`src/taskfile_regs.svh`:
```
/*
 Register indices, field positions, reset values and codes of the host task-file port.
 Assumes the including file works on 8-bit register values and a 32-bit word bus.
*/
`ifndef TASKFILE_REGS_SVH
`define TASKFILE_REGS_SVH

// ===========================================================
// Register indices (byte address is four times the index)
`define IDX_ERROR_SRC 8'h41
`define IDX_SECTOR_COUNT 8'h42
`define IDX_FAIL_SECTOR 8'h43
`define IDX_FAIL_CYL_LO 8'h44
`define IDX_FAIL_CYL_HI 8'h45
`define IDX_SDH_RESULT 8'h46
`define IDX_STATUS_SRC 8'h47
`define IDX_BUSY_EXEMPT 8'h48
`define IDX_BLOCK_XFER 8'h49
`define IDX_INT_CTRL 8'h4A
`define IDX_DRIVE_CTRL 8'h4B
`define IDX_ADD_CTRL 8'h4D
`define IDX_PORT_STATE 8'h4E

// ===========================================================
// Field positions
`define ERR_ECC_BIT 6
`define ERR_BAD_TRACK_BIT 7
`define ERR_WRITABLE_MASK 8'hD7
`define STS_ERR_BIT 0
`define STS_CORR_BIT 2
`define STS_WRITABLE_MASK 8'h05
`define SDH_DRIVE_BIT 4
`define SDH_CHECK_BIT 7
`define BLK_AUTO_BIT 7
`define CTL_WAIT_STS_BIT 3
`define CTL_STS_CLR_BIT 4
`define CTL_WORD_BIT 5
`define CTL_NO_AUTO_BIT 6
`define CTL_PRE_RDY_BIT 7
`define DRV_SEEK0_BIT 0
`define DRV_SEEK1_BIT 3
`define DRV_INTRQ_BIT 6
`define DRV_BUSY_BIT 7
`define ADD_REF_FULL_BIT 4
`define HOST_SRST_BIT 2
`define HOST_HEAD_DRV_BIT 4

// ===========================================================
// Reset values and host status layout
`define RST_ZERO 8'h00
`define HST_BUSY 7
`define HST_READY 6
`define HST_SEEK 4
`define HST_DRQ 3

// ===========================================================
// Command opcodes that open a write-type data phase
`define OP_WRITE_HI 4'h3
`define OP_FORMAT 8'h50

`endif
```
`src/taskfile_pkg.sv`:
```
/*
 Types shared by the host task-file port.
 Assumes the register header supplies all numeric constants except the host register addresses defined here.
*/
package taskfile_pkg;
  typedef logic [7:0] byte_t;
  typedef enum logic [2:0] {
    HREG_DATA = 3'b000,
    HREG_ERROR = 3'b001,
    HREG_SCOUNT = 3'b010,
    HREG_SNUM = 3'b011,
    HREG_CYL_LO = 3'b100,
    HREG_CYL_HI = 3'b101,
    HREG_SDH = 3'b110,
    HREG_STATUS = 3'b111
  } host_reg_e;
endpackage

```
`src/host_taskfile_port.sv`:
```
/*
 Host task-file port: firmware-side APB register file, host-side task-file reads,
 command-write effects, busy/interrupt/data-request control and channel-ready hold.
 Assumes host strobes are synchronous one-cycle-per-access level strobes on clk_in.
*/
// The APB slave port was chosen for this implementation.
// Function
// RULE1: Error bit 6 flags ECC syndrome; corrected continues, uncorrected ends command.
// RULE2: Error bit 7 flags bad track; command terminates.
// RULE3: Sector count, sector, cylinder bytes are firmware-written, host-read after command.
// RULE4: Size/drive/head and internal control clear on reset or host soft reset.
// RULE5: Size/drive/head holds head, drive, sector size and check-field select.
// RULE6: Check-field select one means ECC field, zero means CRC field.
// RULE7: Status bit 0 sets host error bit; host command write clears it.
// RULE8: Status bit 2 shows ECC correction; host command write clears it.
// RULE9: Firmware writes zero to reserved status and error bits.
// RULE10: Command matching either busy-exempt nibble does not raise busy.
// RULE11: Firmware loads busy-exempt nibbles before any host command.
// RULE12: Block count gives sectors moved per interrupt without firmware help.
// RULE13: Auto mode raises interrupt and clears busy when data is ready.
// RULE14: ECC byte count equals control bits 2:0 plus one.
// RULE15: Wait-status mode holds next data phase until host reads status.
// RULE16: Status-clear mode clears error and status at command start.
// RULE17: Word mode gives 16-bit data; otherwise 8-bit and no 16-bit indication.
// RULE18: Auto transfer raises data request at once on write or format.
// RULE19: Pre-ready mode drops channel ready while data register selected, not ready.
// RULE20: Command write with host drive bit zero sets drive-0 seek complete.
// RULE21: Hold count 0..7 reference clocks; reference is clock or half.
// RULE22: Firmware values reach host reads by the next host read cycle.
`timescale 1ns/1ns
`include "taskfile_regs.svh"

module host_taskfile_port (
  input wire logic clk_in,
  input wire logic rst_b_in,
  input wire logic psel_in,
  input wire logic penable_in,
  input wire logic pwrite_in,
  input wire logic [11:0] paddr_in,
  input wire logic [31:0] pwdata_in,
  output logic [31:0] prdata_out,
  output logic pready_out,
  output logic pslverr_out,
  input wire logic host_cs0_in,
  input wire logic host_cs1_in,
  input wire logic [2:0] host_addr_in,
  input wire logic host_wr_in,
  input wire logic host_rd_in,
  input wire logic [15:0] host_wdata_in,
  output logic [15:0] host_rdata_out,
  output logic host_intrq_out,
  output logic host_io_cs16_out,
  output logic host_chrdy_out,
  input wire logic [15:0] buf_rdata_in,
  input wire logic buf_data_ready_in,
  input wire logic data_phase_req_in,
  input wire logic sector_done_in,
  output logic [15:0] buf_wdata_out,
  output logic buf_wr_out,
  output logic buf_rd_out,
  output logic drq_out,
  output logic busy_out,
  output logic ecc_field_out,
  output logic [3:0] ecc_byte_count_out,
  output logic cmd_strobe_out,
  output logic [7:0] cmd_opcode_out,
  output logic cmd_terminate_out
);

  // ===========================================================
  // State
  taskfile_pkg::byte_t err_q, err_d, scnt_q, scnt_d, snum_q, snum_d;
  taskfile_pkg::byte_t cyl_lo_q, cyl_lo_d, cyl_hi_q, cyl_hi_d, sdh_q, sdh_d;
  taskfile_pkg::byte_t sts_q, sts_d, exempt_q, exempt_d, blk_q, blk_d;
  taskfile_pkg::byte_t ctl_q, ctl_d, drv_q, drv_d, add_q, add_d, opcode_q, opcode_d;
  logic host_drv_q, host_drv_d, busy_q, busy_d, drq_q, drq_d, intrq_q, intrq_d;
  logic sts_seen_q, sts_seen_d, pend_q, pend_d, term_q, term_d, cmd_q, cmd_d;
  logic [6:0] sect_cnt_q, sect_cnt_d;
  logic [2:0] hold_q, hold_d;
  logic ref_div_q, ref_div_d, sel_nrdy_q, sel_nrdy_d;
  logic [31:0] prdata_q, prdata_d;
  logic [15:0] hrdata_q, hrdata_d;

  // ===========================================================
  // Decode helpers
  function automatic logic reg_hit(input logic [11:0] addr, input logic [7:0] idx);
    reg_hit = (addr[1:0] == 2'h0) && (addr[11:2] == {2'h0, idx});
  endfunction

  function automatic logic cmd_exempt(input logic [7:0] op, input logic [7:0] pair);
    cmd_exempt = (op[7:4] == pair[7:4]) || (op[7:4] == pair[3:0]);
  endfunction

  logic apb_wr, apb_setup, hcmd_wr, hsrst, hsts_rd, hdata_sel, start_phase, block_end;
  logic [7:0] wbyte;
  logic [7:0] host_status;
  logic mapped;

  assign apb_wr = psel_in && penable_in && pwrite_in;
  assign apb_setup = psel_in && !penable_in;
  assign wbyte = pwdata_in[7:0];
  assign hcmd_wr = host_cs0_in && host_wr_in && (host_addr_in == taskfile_pkg::HREG_STATUS);
  assign hsrst = host_cs1_in && host_wr_in && (host_addr_in == taskfile_pkg::HREG_SDH)
    && host_wdata_in[`HOST_SRST_BIT];
  assign hsts_rd = host_cs0_in && host_rd_in && (host_addr_in == taskfile_pkg::HREG_STATUS);
  assign hdata_sel = host_cs0_in && (host_addr_in == taskfile_pkg::HREG_DATA);
  // Data phase may start only once status has been read when waiting is on
  assign start_phase = (data_phase_req_in || pend_q)
    && (!ctl_q[`CTL_WAIT_STS_BIT] || sts_seen_q || hsts_rd); // RULE15
  // Zero block count treated as one sector per interrupt
  assign block_end = sector_done_in && drq_q
    && ((sect_cnt_q + 7'h01 >= blk_q[6:0]) || (blk_q[6:0] == 7'h00)); // RULE12

  always_comb begin
    host_status = 8'h00;
    host_status[`HST_BUSY] = busy_q;
    host_status[`HST_READY] = 1'b1;
    host_status[`HST_SEEK] = host_drv_q ? drv_q[`DRV_SEEK1_BIT] : drv_q[`DRV_SEEK0_BIT];
    host_status[`HST_DRQ] = drq_q;
    host_status[`STS_CORR_BIT] = sts_q[`STS_CORR_BIT];
    host_status[`STS_ERR_BIT] = sts_q[`STS_ERR_BIT];
  end

  // ===========================================================
  // APB read decode, answered in the setup cycle so data is registered
  always_comb begin
    mapped = 1'b1;
    prdata_d = prdata_q;
    if (apb_setup) begin
      prdata_d = 32'h0000_0000;
      if (reg_hit(paddr_in, `IDX_ERROR_SRC)) prdata_d[7:0] = err_q;
      else if (reg_hit(paddr_in, `IDX_SECTOR_COUNT)) prdata_d[7:0] = scnt_q;
      else if (reg_hit(paddr_in, `IDX_FAIL_SECTOR)) prdata_d[7:0] = snum_q;
      else if (reg_hit(paddr_in, `IDX_FAIL_CYL_LO)) prdata_d[7:0] = cyl_lo_q;
      else if (reg_hit(paddr_in, `IDX_FAIL_CYL_HI)) prdata_d[7:0] = cyl_hi_q;
      else if (reg_hit(paddr_in, `IDX_SDH_RESULT)) prdata_d[7:0] = sdh_q;
      else if (reg_hit(paddr_in, `IDX_STATUS_SRC)) prdata_d[7:0] = sts_q;
      else if (reg_hit(paddr_in, `IDX_BUSY_EXEMPT)) prdata_d[7:0] = exempt_q;
      else if (reg_hit(paddr_in, `IDX_BLOCK_XFER)) prdata_d[7:0] = blk_q;
      else if (reg_hit(paddr_in, `IDX_INT_CTRL)) prdata_d[7:0] = ctl_q;
      else if (reg_hit(paddr_in, `IDX_DRIVE_CTRL)) prdata_d[7:0] = drv_q;
      else if (reg_hit(paddr_in, `IDX_ADD_CTRL)) prdata_d[7:0] = add_q;
      else if (reg_hit(paddr_in, `IDX_PORT_STATE)) prdata_d = {16'h0000, opcode_q, host_status};
    end
    if (!(reg_hit(paddr_in, `IDX_ERROR_SRC) || reg_hit(paddr_in, `IDX_SECTOR_COUNT)
        || reg_hit(paddr_in, `IDX_FAIL_SECTOR) || reg_hit(paddr_in, `IDX_FAIL_CYL_LO)
        || reg_hit(paddr_in, `IDX_FAIL_CYL_HI) || reg_hit(paddr_in, `IDX_SDH_RESULT)
        || reg_hit(paddr_in, `IDX_STATUS_SRC) || reg_hit(paddr_in, `IDX_BUSY_EXEMPT)
        || reg_hit(paddr_in, `IDX_BLOCK_XFER) || reg_hit(paddr_in, `IDX_INT_CTRL)
        || reg_hit(paddr_in, `IDX_DRIVE_CTRL) || reg_hit(paddr_in, `IDX_ADD_CTRL)
        || reg_hit(paddr_in, `IDX_PORT_STATE))) begin
      mapped = 1'b0;
    end
  end

  // ===========================================================
  // Task-file and control next state
  always_comb begin
    err_d = err_q;
    scnt_d = scnt_q;
    snum_d = snum_q;
    cyl_lo_d = cyl_lo_q;
    cyl_hi_d = cyl_hi_q;
    sdh_d = sdh_q;
    sts_d = sts_q;
    exempt_d = exempt_q;
    blk_d = blk_q;
    ctl_d = ctl_q;
    drv_d = drv_q;
    add_d = add_q;
    opcode_d = opcode_q;
    host_drv_d = host_drv_q;
    busy_d = busy_q;
    drq_d = drq_q;
    intrq_d = intrq_q;
    sts_seen_d = sts_seen_q;
    pend_d = pend_q;
    sect_cnt_d = sect_cnt_q;
    term_d = 1'b0;
    cmd_d = 1'b0;

    // Host events first and firmware writes after them; host soft reset is applied last and wins
    if (host_cs0_in && host_wr_in && (host_addr_in == taskfile_pkg::HREG_SDH)) begin
      host_drv_d = host_wdata_in[`HOST_HEAD_DRV_BIT];
    end
    if (hsts_rd) begin
      sts_seen_d = 1'b1;
      intrq_d = 1'b0;
    end
    if (hcmd_wr) begin
      cmd_d = 1'b1;
      opcode_d = host_wdata_in[7:0];
      sts_d[`STS_ERR_BIT] = 1'b0; // RULE7
      sts_d[`STS_CORR_BIT] = 1'b0; // RULE8
      sts_seen_d = 1'b0;
      pend_d = 1'b0;
      sect_cnt_d = 7'h00;
      intrq_d = 1'b0;
      drq_d = 1'b0;
      if (ctl_q[`CTL_STS_CLR_BIT]) begin
        err_d = `RST_ZERO; // RULE16
        sts_d = `RST_ZERO; // RULE16
      end
      busy_d = !cmd_exempt(host_wdata_in[7:0], exempt_q); // RULE10
      if (!host_drv_q) drv_d[`DRV_SEEK0_BIT] = 1'b1; // RULE20
      else drv_d[`DRV_SEEK1_BIT] = 1'b1;
      // Write and format commands open their data phase at once
      if (!ctl_q[`CTL_NO_AUTO_BIT] && ((host_wdata_in[7:4] == `OP_WRITE_HI)
          || (host_wdata_in[7:0] == `OP_FORMAT))) begin
        drq_d = 1'b1; // RULE18
      end
    end else begin
      if (data_phase_req_in && !start_phase) pend_d = 1'b1; // RULE15
      if (start_phase) begin
        pend_d = 1'b0;
        sts_seen_d = 1'b0;
        drq_d = 1'b1;
        sect_cnt_d = 7'h00;
        if (blk_q[`BLK_AUTO_BIT]) begin
          intrq_d = 1'b1; // RULE13
          busy_d = 1'b0; // RULE13
        end
      end else if (sector_done_in && drq_q) begin
        sect_cnt_d = sect_cnt_q + 7'h01; // RULE12
        if (block_end) begin
          drq_d = 1'b0; // RULE12
          sect_cnt_d = 7'h00;
          if (blk_q[`BLK_AUTO_BIT]) busy_d = 1'b1;
        end
      end
    end

    // Firmware register writes
    if (apb_wr) begin
      if (reg_hit(paddr_in, `IDX_ERROR_SRC)) begin
        err_d = wbyte & `ERR_WRITABLE_MASK; // RULE9
        // Bad track always ends the command
        if (wbyte[`ERR_BAD_TRACK_BIT]) term_d = 1'b1; // RULE2
      end
      if (reg_hit(paddr_in, `IDX_SECTOR_COUNT)) scnt_d = wbyte; // RULE3
      if (reg_hit(paddr_in, `IDX_FAIL_SECTOR)) snum_d = wbyte; // RULE3
      if (reg_hit(paddr_in, `IDX_FAIL_CYL_LO)) cyl_lo_d = wbyte; // RULE3
      if (reg_hit(paddr_in, `IDX_FAIL_CYL_HI)) cyl_hi_d = wbyte; // RULE3
      if (reg_hit(paddr_in, `IDX_SDH_RESULT)) sdh_d = wbyte; // RULE5
      if (reg_hit(paddr_in, `IDX_STATUS_SRC)) begin
        sts_d = wbyte & `STS_WRITABLE_MASK; // RULE7 RULE8
        // Uncorrected data error ends the command; a correction lets it run on
        if (wbyte[`STS_ERR_BIT] && err_q[`ERR_ECC_BIT]) term_d = 1'b1; // RULE1
      end
      if (reg_hit(paddr_in, `IDX_BUSY_EXEMPT)) exempt_d = wbyte;
      if (reg_hit(paddr_in, `IDX_BLOCK_XFER)) blk_d = wbyte;
      if (reg_hit(paddr_in, `IDX_INT_CTRL)) ctl_d = wbyte;
      if (reg_hit(paddr_in, `IDX_ADD_CTRL)) add_d = wbyte;
      if (reg_hit(paddr_in, `IDX_DRIVE_CTRL)) begin
        drv_d = wbyte;
        if (hcmd_wr && !host_drv_q) drv_d[`DRV_SEEK0_BIT] = 1'b1; // RULE20
        busy_d = wbyte[`DRV_BUSY_BIT];
        if (wbyte[`DRV_INTRQ_BIT]) begin
          intrq_d = 1'b1;
          busy_d = 1'b0;
        end
      end
    end
    if (term_d) begin
      busy_d = 1'b0;
      drq_d = 1'b0;
      pend_d = 1'b0;
    end
    if (hsrst) begin
      sdh_d = `RST_ZERO; // RULE4
      ctl_d = `RST_ZERO; // RULE4
      add_d = `RST_ZERO;
      busy_d = 1'b0;
      drq_d = 1'b0;
      intrq_d = 1'b0;
      pend_d = 1'b0;
    end
  end

  // ===========================================================
  // Host read path and channel-ready hold
  always_comb begin
    hrdata_d = hrdata_q;
    if (host_cs0_in && host_rd_in) begin
      hrdata_d = 16'h0000;
      unique case (taskfile_pkg::host_reg_e'(host_addr_in))
        taskfile_pkg::HREG_DATA: hrdata_d = ctl_q[`CTL_WORD_BIT] ? buf_rdata_in
          : {8'h00, buf_rdata_in[7:0]}; // RULE17
        taskfile_pkg::HREG_ERROR: hrdata_d[7:0] = err_q; // RULE22
        taskfile_pkg::HREG_SCOUNT: hrdata_d[7:0] = scnt_q; // RULE22
        taskfile_pkg::HREG_SNUM: hrdata_d[7:0] = snum_q; // RULE22
        taskfile_pkg::HREG_CYL_LO: hrdata_d[7:0] = cyl_lo_q; // RULE22
        taskfile_pkg::HREG_CYL_HI: hrdata_d[7:0] = cyl_hi_q; // RULE22
        taskfile_pkg::HREG_SDH: hrdata_d[7:0] = sdh_q; // RULE22
        taskfile_pkg::HREG_STATUS: hrdata_d[7:0] = host_status;
      endcase
    end
    // Reference is the clock itself or every other edge
    ref_div_d = !ref_div_q;
    sel_nrdy_d = hdata_sel && !buf_data_ready_in;
    hold_d = hold_q;
    if (ctl_q[`CTL_PRE_RDY_BIT] && hdata_sel && !buf_data_ready_in && !sel_nrdy_q) begin
      hold_d = add_q[7:5]; // RULE19 RULE21
    end else if ((hold_q != 3'h0) && (add_q[`ADD_REF_FULL_BIT] || ref_div_q)) begin
      hold_d = hold_q - 3'h1; // RULE21
    end
  end

  always_ff @(posedge clk_in) begin
    if (!rst_b_in) begin
      err_q <= `RST_ZERO;
      scnt_q <= `RST_ZERO;
      snum_q <= `RST_ZERO;
      cyl_lo_q <= `RST_ZERO;
      cyl_hi_q <= `RST_ZERO;
      sdh_q <= `RST_ZERO; // RULE4
      sts_q <= `RST_ZERO;
      exempt_q <= `RST_ZERO;
      blk_q <= `RST_ZERO;
      ctl_q <= `RST_ZERO; // RULE4
      drv_q <= `RST_ZERO;
      add_q <= `RST_ZERO;
      opcode_q <= `RST_ZERO;
      host_drv_q <= 1'b0;
      busy_q <= 1'b0;
      drq_q <= 1'b0;
      intrq_q <= 1'b0;
      sts_seen_q <= 1'b0;
      pend_q <= 1'b0;
      term_q <= 1'b0;
      cmd_q <= 1'b0;
      sect_cnt_q <= 7'h00;
      hold_q <= 3'h0;
      ref_div_q <= 1'b0;
      sel_nrdy_q <= 1'b0;
      prdata_q <= 32'h0000_0000;
      hrdata_q <= 16'h0000;
    end else begin
      err_q <= err_d;
      scnt_q <= scnt_d;
      snum_q <= snum_d;
      cyl_lo_q <= cyl_lo_d;
      cyl_hi_q <= cyl_hi_d;
      sdh_q <= sdh_d;
      sts_q <= sts_d;
      exempt_q <= exempt_d;
      blk_q <= blk_d;
      ctl_q <= ctl_d;
      drv_q <= drv_d;
      add_q <= add_d;
      opcode_q <= opcode_d;
      host_drv_q <= host_drv_d;
      busy_q <= busy_d;
      drq_q <= drq_d;
      intrq_q <= intrq_d;
      sts_seen_q <= sts_seen_d;
      pend_q <= pend_d;
      term_q <= term_d;
      cmd_q <= cmd_d;
      sect_cnt_q <= sect_cnt_d;
      hold_q <= hold_d;
      ref_div_q <= ref_div_d;
      sel_nrdy_q <= sel_nrdy_d;
      prdata_q <= prdata_d;
      hrdata_q <= hrdata_d;
    end
  end

  // ===========================================================
  // Outputs
  assign prdata_out = prdata_q;
  // Zero wait states; unmapped words flag an error and write nothing
  assign pready_out = 1'b1;
  assign pslverr_out = psel_in && penable_in && !mapped;
  assign host_rdata_out = hrdata_q;
  assign host_intrq_out = intrq_q;
  assign host_io_cs16_out = hdata_sel && ctl_q[`CTL_WORD_BIT]; // RULE17
  assign host_chrdy_out = (hold_q == 3'h0); // RULE19
  assign buf_wdata_out = ctl_q[`CTL_WORD_BIT] ? host_wdata_in : {8'h00, host_wdata_in[7:0]}; // RULE17
  assign buf_wr_out = hdata_sel && host_wr_in;
  assign buf_rd_out = hdata_sel && host_rd_in;
  assign drq_out = drq_q;
  assign busy_out = busy_q;
  assign ecc_field_out = sdh_q[`SDH_CHECK_BIT]; // RULE6
  assign ecc_byte_count_out = {1'b0, ctl_q[2:0]} + 4'h1; // RULE14
  assign cmd_strobe_out = cmd_q;
  assign cmd_opcode_out = opcode_q;
  assign cmd_terminate_out = term_q;

endmodule // host_taskfile_port

```
`config.mk`:
```
export PLATFORM = sky130hd
export DESIGN_NAME = host_taskfile_port
export DESIGN_NICKNAME = d
export VERILOG_FILES = /design/src/taskfile_pkg.sv /design/src/host_taskfile_port.sv
export VERILOG_INCLUDE_DIRS = /design/src
export SDC_FILE = /design/constraint.sdc
export NUM_CORES = 1
export LEC_CHECK = 0
export BUFFER_PORTS_ARGS = -buffer_cell sky130_fd_sc_hd__buf_2
export CORE_ASPECT_RATIO = 0.8
export CORE_MARGIN = 4
export CORE_UTILIZATION = 45
export CTS_CLUSTER_SIZE = 25
export DETAILED_ROUTE_END_ITERATION = 8
export PLACE_DENSITY = 0.71
export SLEW_MARGIN = 20
export SYNTH_ARGS = -nofsm -noshare
export SYNTH_HDL_FRONTEND = slang
export SYNTH_SLANG_ARGS = --single-unit
```
`constraint.sdc`:
```
create_clock -name clk_in -period 2.75 [get_ports clk_in]
set_clock_uncertainty 0.1 [all_clocks]
set_input_delay 0.55 -clock clk_in [delete_from_list [all_inputs] [get_ports clk_in]]
set_output_delay 0.55 -clock clk_in [all_outputs]
set_load 0.005 [all_outputs]
```
==> results.cfg <==
[clocking]
root_buf_cell = sky130_fd_sc_hd__clkbuf_16
cts-root-to-sink-buffers = 2
clk_latency_ns = 0.43
cts_tree = built
cts.reportedPaths.clkPinSlew_ns = 0.06
ctsHoldBuffers = 0
cts_buffers = 17
clock_tree.htree_level_count = 4
cts.sinks = 156

[grt]
use_met3_pct = 5.93
globalRoute.busiestLayer = met1
all_layer_gr_usage_pct = 28.1
globalRouteMet2Util_pct = 41.0
groute.layer.met1.usage_pct = 42.2
largest_net_degree_at_the_start_of_global_routing = 42
antenna_found_initial = 0
grt-ovfl-total = 0
vias_in_the_first_global_route = 7726
grt_first_pass_wirelength_um = 45800

[route]
vias = 8457
routed_wire_length_per_instance_um = 20.6
drt_iter0_drc = 1252
detail_route.drc_violations = 0
via_per_inst = 5.79
total_wirelength_um = 30000
route.antenna.remaining_nets = 0
detailedRoute.firstPassIterationCount = 6

[critical_path]
crit_fanout = 14
startpoint_type = input port
r2r_end = drq_out
reg2reg_depth = 11
origin_of_the_critical_flop_to_flop_path = sect_cnt_q[0]
cp_data_required_time_ns = 2.10
ff2ff_setup_slack_ns = 0.25
worst_ep_arrival_time_ns = 1.90
crit_type = in -> out
worst_setup_path_end_kind = output port

[synth]
synth_sequential_area_ratio_pct = 37.0
asyncSetResetFlopFracSynth_pct = 0
yosysUniqueCellTypes = 65
yosys_warnings = 0
syn_area_per_cell_um2 = 8.10
postSynthCellCount = 1041
synth_enable_flop_cells = 0
synth_seq_cells = 156
synthesis.area_um2 = 8440
top_flip_flop_cell_by_instance_count_after_synthesis = sky130_fd_sc_hd__dfxtp_1

[cells_and_area]
final_net_count = 1300
syn_to_final_growth_pct = 21.8
antennaDiodeCount = 0
fin_cells = 1461
multi_input_area_um2 = 4860
layout.cells.most_common = sky130_fd_sc_hd__dfxtp_1
filler_cell_count = 1767
final-seq-area_um2 = 3130
drive_above_1_share_pct = 22.8
most-common-layout-cells = sky130_fd_sc_hd__dfxtp_1, sky130_fd_sc_hd__nand2_1, sky130_fd_sc_hd__buf_2, sky130_fd_sc_hd__buf_4, sky130_fd_sc_hd__nor2_1

[sta]
timing.final.crit_share_pct = 92.8
relSlewSlack_pct = 61.1
finalSetupTns_ns = 0
finalHoldViolCount = 0
tightestPinTransition_ns = 0.583
grt_setup_unrepaired = false
report.final.setup_viol = 0
min_period_ns = 2.55
slew_viol_final = 0
f_max_mhz = 392

[floorplan]
placeableCoreArea_um2 = 18300
die-width_um = 161
num_io_pins = 179
floorplan.die_area_um2 = 21000
fp-row-count = 44
chipHeight_um = 130
floorplan.initialDensity_pct = 46.2

[pwr]
power.ir.vdd_worst_mv = 0.298
powerDensity_nw_per_um2 = 504
total_leakage_power_nw = 3.92

[min_path]
min_to = cmd_opcode_out[3]
hold_path.startpoint = host_wdata_in[3]
worst_hold_path_type = in -> reg
worst_hold_path.num_cells = 3

[placement]
globalplace.congestion = 1.00
place.detailed.hpwl_um = 22400
placed_cells = 1431
port_buffers = 137

[status]
run_status = finished clean

[job]
max_cap_violations = 0
cell families (layout without fill, tap and decap cells):
logic type               after synthesis  count (layout)  synth area share, %
AO/OA/AOI/OAI                        294             294                 23.2
flip-flops                           156             156                 37.0
XOR/XNOR                              22              22                 2.28
AND/OR/NAND/NOR                      391             391                 22.7
multiplexers                          48              48                 6.72
other                                  2              17               0.0890
buffers and inverters                117             269                 6.45
adder cells (fa/ha/maj)               11              11                 1.63
layout make-up:
cell class | count | share of cell area (%)
Clock buffer | 20 | 4.35
Clock inverter | 9 | 1.35
Inverter | 24 | 0.876
Multi-Input combinational cell | 783 | 47.3
Sequential cell | 156 | 30.4
Tap cell | 253 | 3.08
Timing Repair Buffer | 216 | 12.7
worst max path at each step:
stage,startpoint,cells after the start,slack (ns),to
finish,paddr_in[1],9,0.20,pslverr_out
detailed placement,paddr_in[1],8,0.09,prdata_out[0]
global placement,sect_cnt_q[1],11,0.04,drq_out
floorplan,sect_cnt_q[0],10,0.28,sect_cnt_q[1]
global route,sect_cnt_q[4],10,0.01,busy_out
CTS,sect_cnt_q[0],11,0.08,sect_cnt_q[0]
power breakdown:
group	switching (W)	internal (W)
Clock	0.000949	0.00144
Sequential	0.0000137	0.00228
Combinational	0.000307	0.000184
Total	0.00127	0.00391
critical path, stage by stage:
cell and delay, ns:
sky130_fd_sc_hd__buf_2 0.12, sky130_fd_sc_hd__nor4_4 0.32, sky130_fd_sc_hd__buf_4 0.27, sky130_fd_sc_hd__nand2_1 0.09, sky130_fd_sc_hd__nor2_1 0.18, sky130_fd_sc_hd__nor3_1 0.08, sky130_fd_sc_hd__o21ai_0 0.10, sky130_fd_sc_hd__a21oi_1 0.06
sky130_fd_sc_hd__buf_2 0.13
routing by layer:
metal / vias to the layer above / share of wire, %
met5: - / 0
met4: 0 / 2.0
li1: 3976 / -
met2: 516 / 41
met3: 50 / 12
met1: 3915 / 46
metrics by stage:
stage	hold slack, ns	setup WS (ns)	power (W)	util [%]	instance area [um2]
floorplan	0.293	0.281	0.00262	-	8490
global placement	0.301	0.0375	0.00281	52.9	9670
detailed placement	0.307	0.0855	0.00282	52.9	9670
CTS	0.275	0.0826	0.00518	56.1	10300
global route	0.281	0.00990	0.00533	56.2	10300
finish	0.279	0.197	0.00518	56.2	10300
synthesized netlist by cell type (24+ instances only):
cell | count | area [um2]
sky130_fd_sc_hd__dfxtp_1 | 156 | 3120
sky130_fd_sc_hd__clkbuf_1 | 56 | 210
sky130_fd_sc_hd__a21oi_1 | 56 | 280
sky130_fd_sc_hd__nor2_1 | 73 | 274
sky130_fd_sc_hd__nand2_1 | 145 | 544
sky130_fd_sc_hd__buf_4 | 25 | 188
sky130_fd_sc_hd__mux2i_1 | 33 | 330
sky130_fd_sc_hd__inv_1 | 24 | 90.1
sky130_fd_sc_hd__nand3_1 | 43 | 215
sky130_fd_sc_hd__o21ai_0 | 65 | 325
sky130_fd_sc_hd__a21boi_0 | 65 | 488
sky130_fd_sc_hd__nor2b_1 | 41 | 257
what timing repair did:
item | in CTS | in global routing
endpoints found under the hold margin | 0 | 0
buffers inserted | 0 | 1
setup endpoints to repair | 0 | 9
gates resized for setup | 0 | 5
Note: power is estimated with default switching activity, not from simulation.
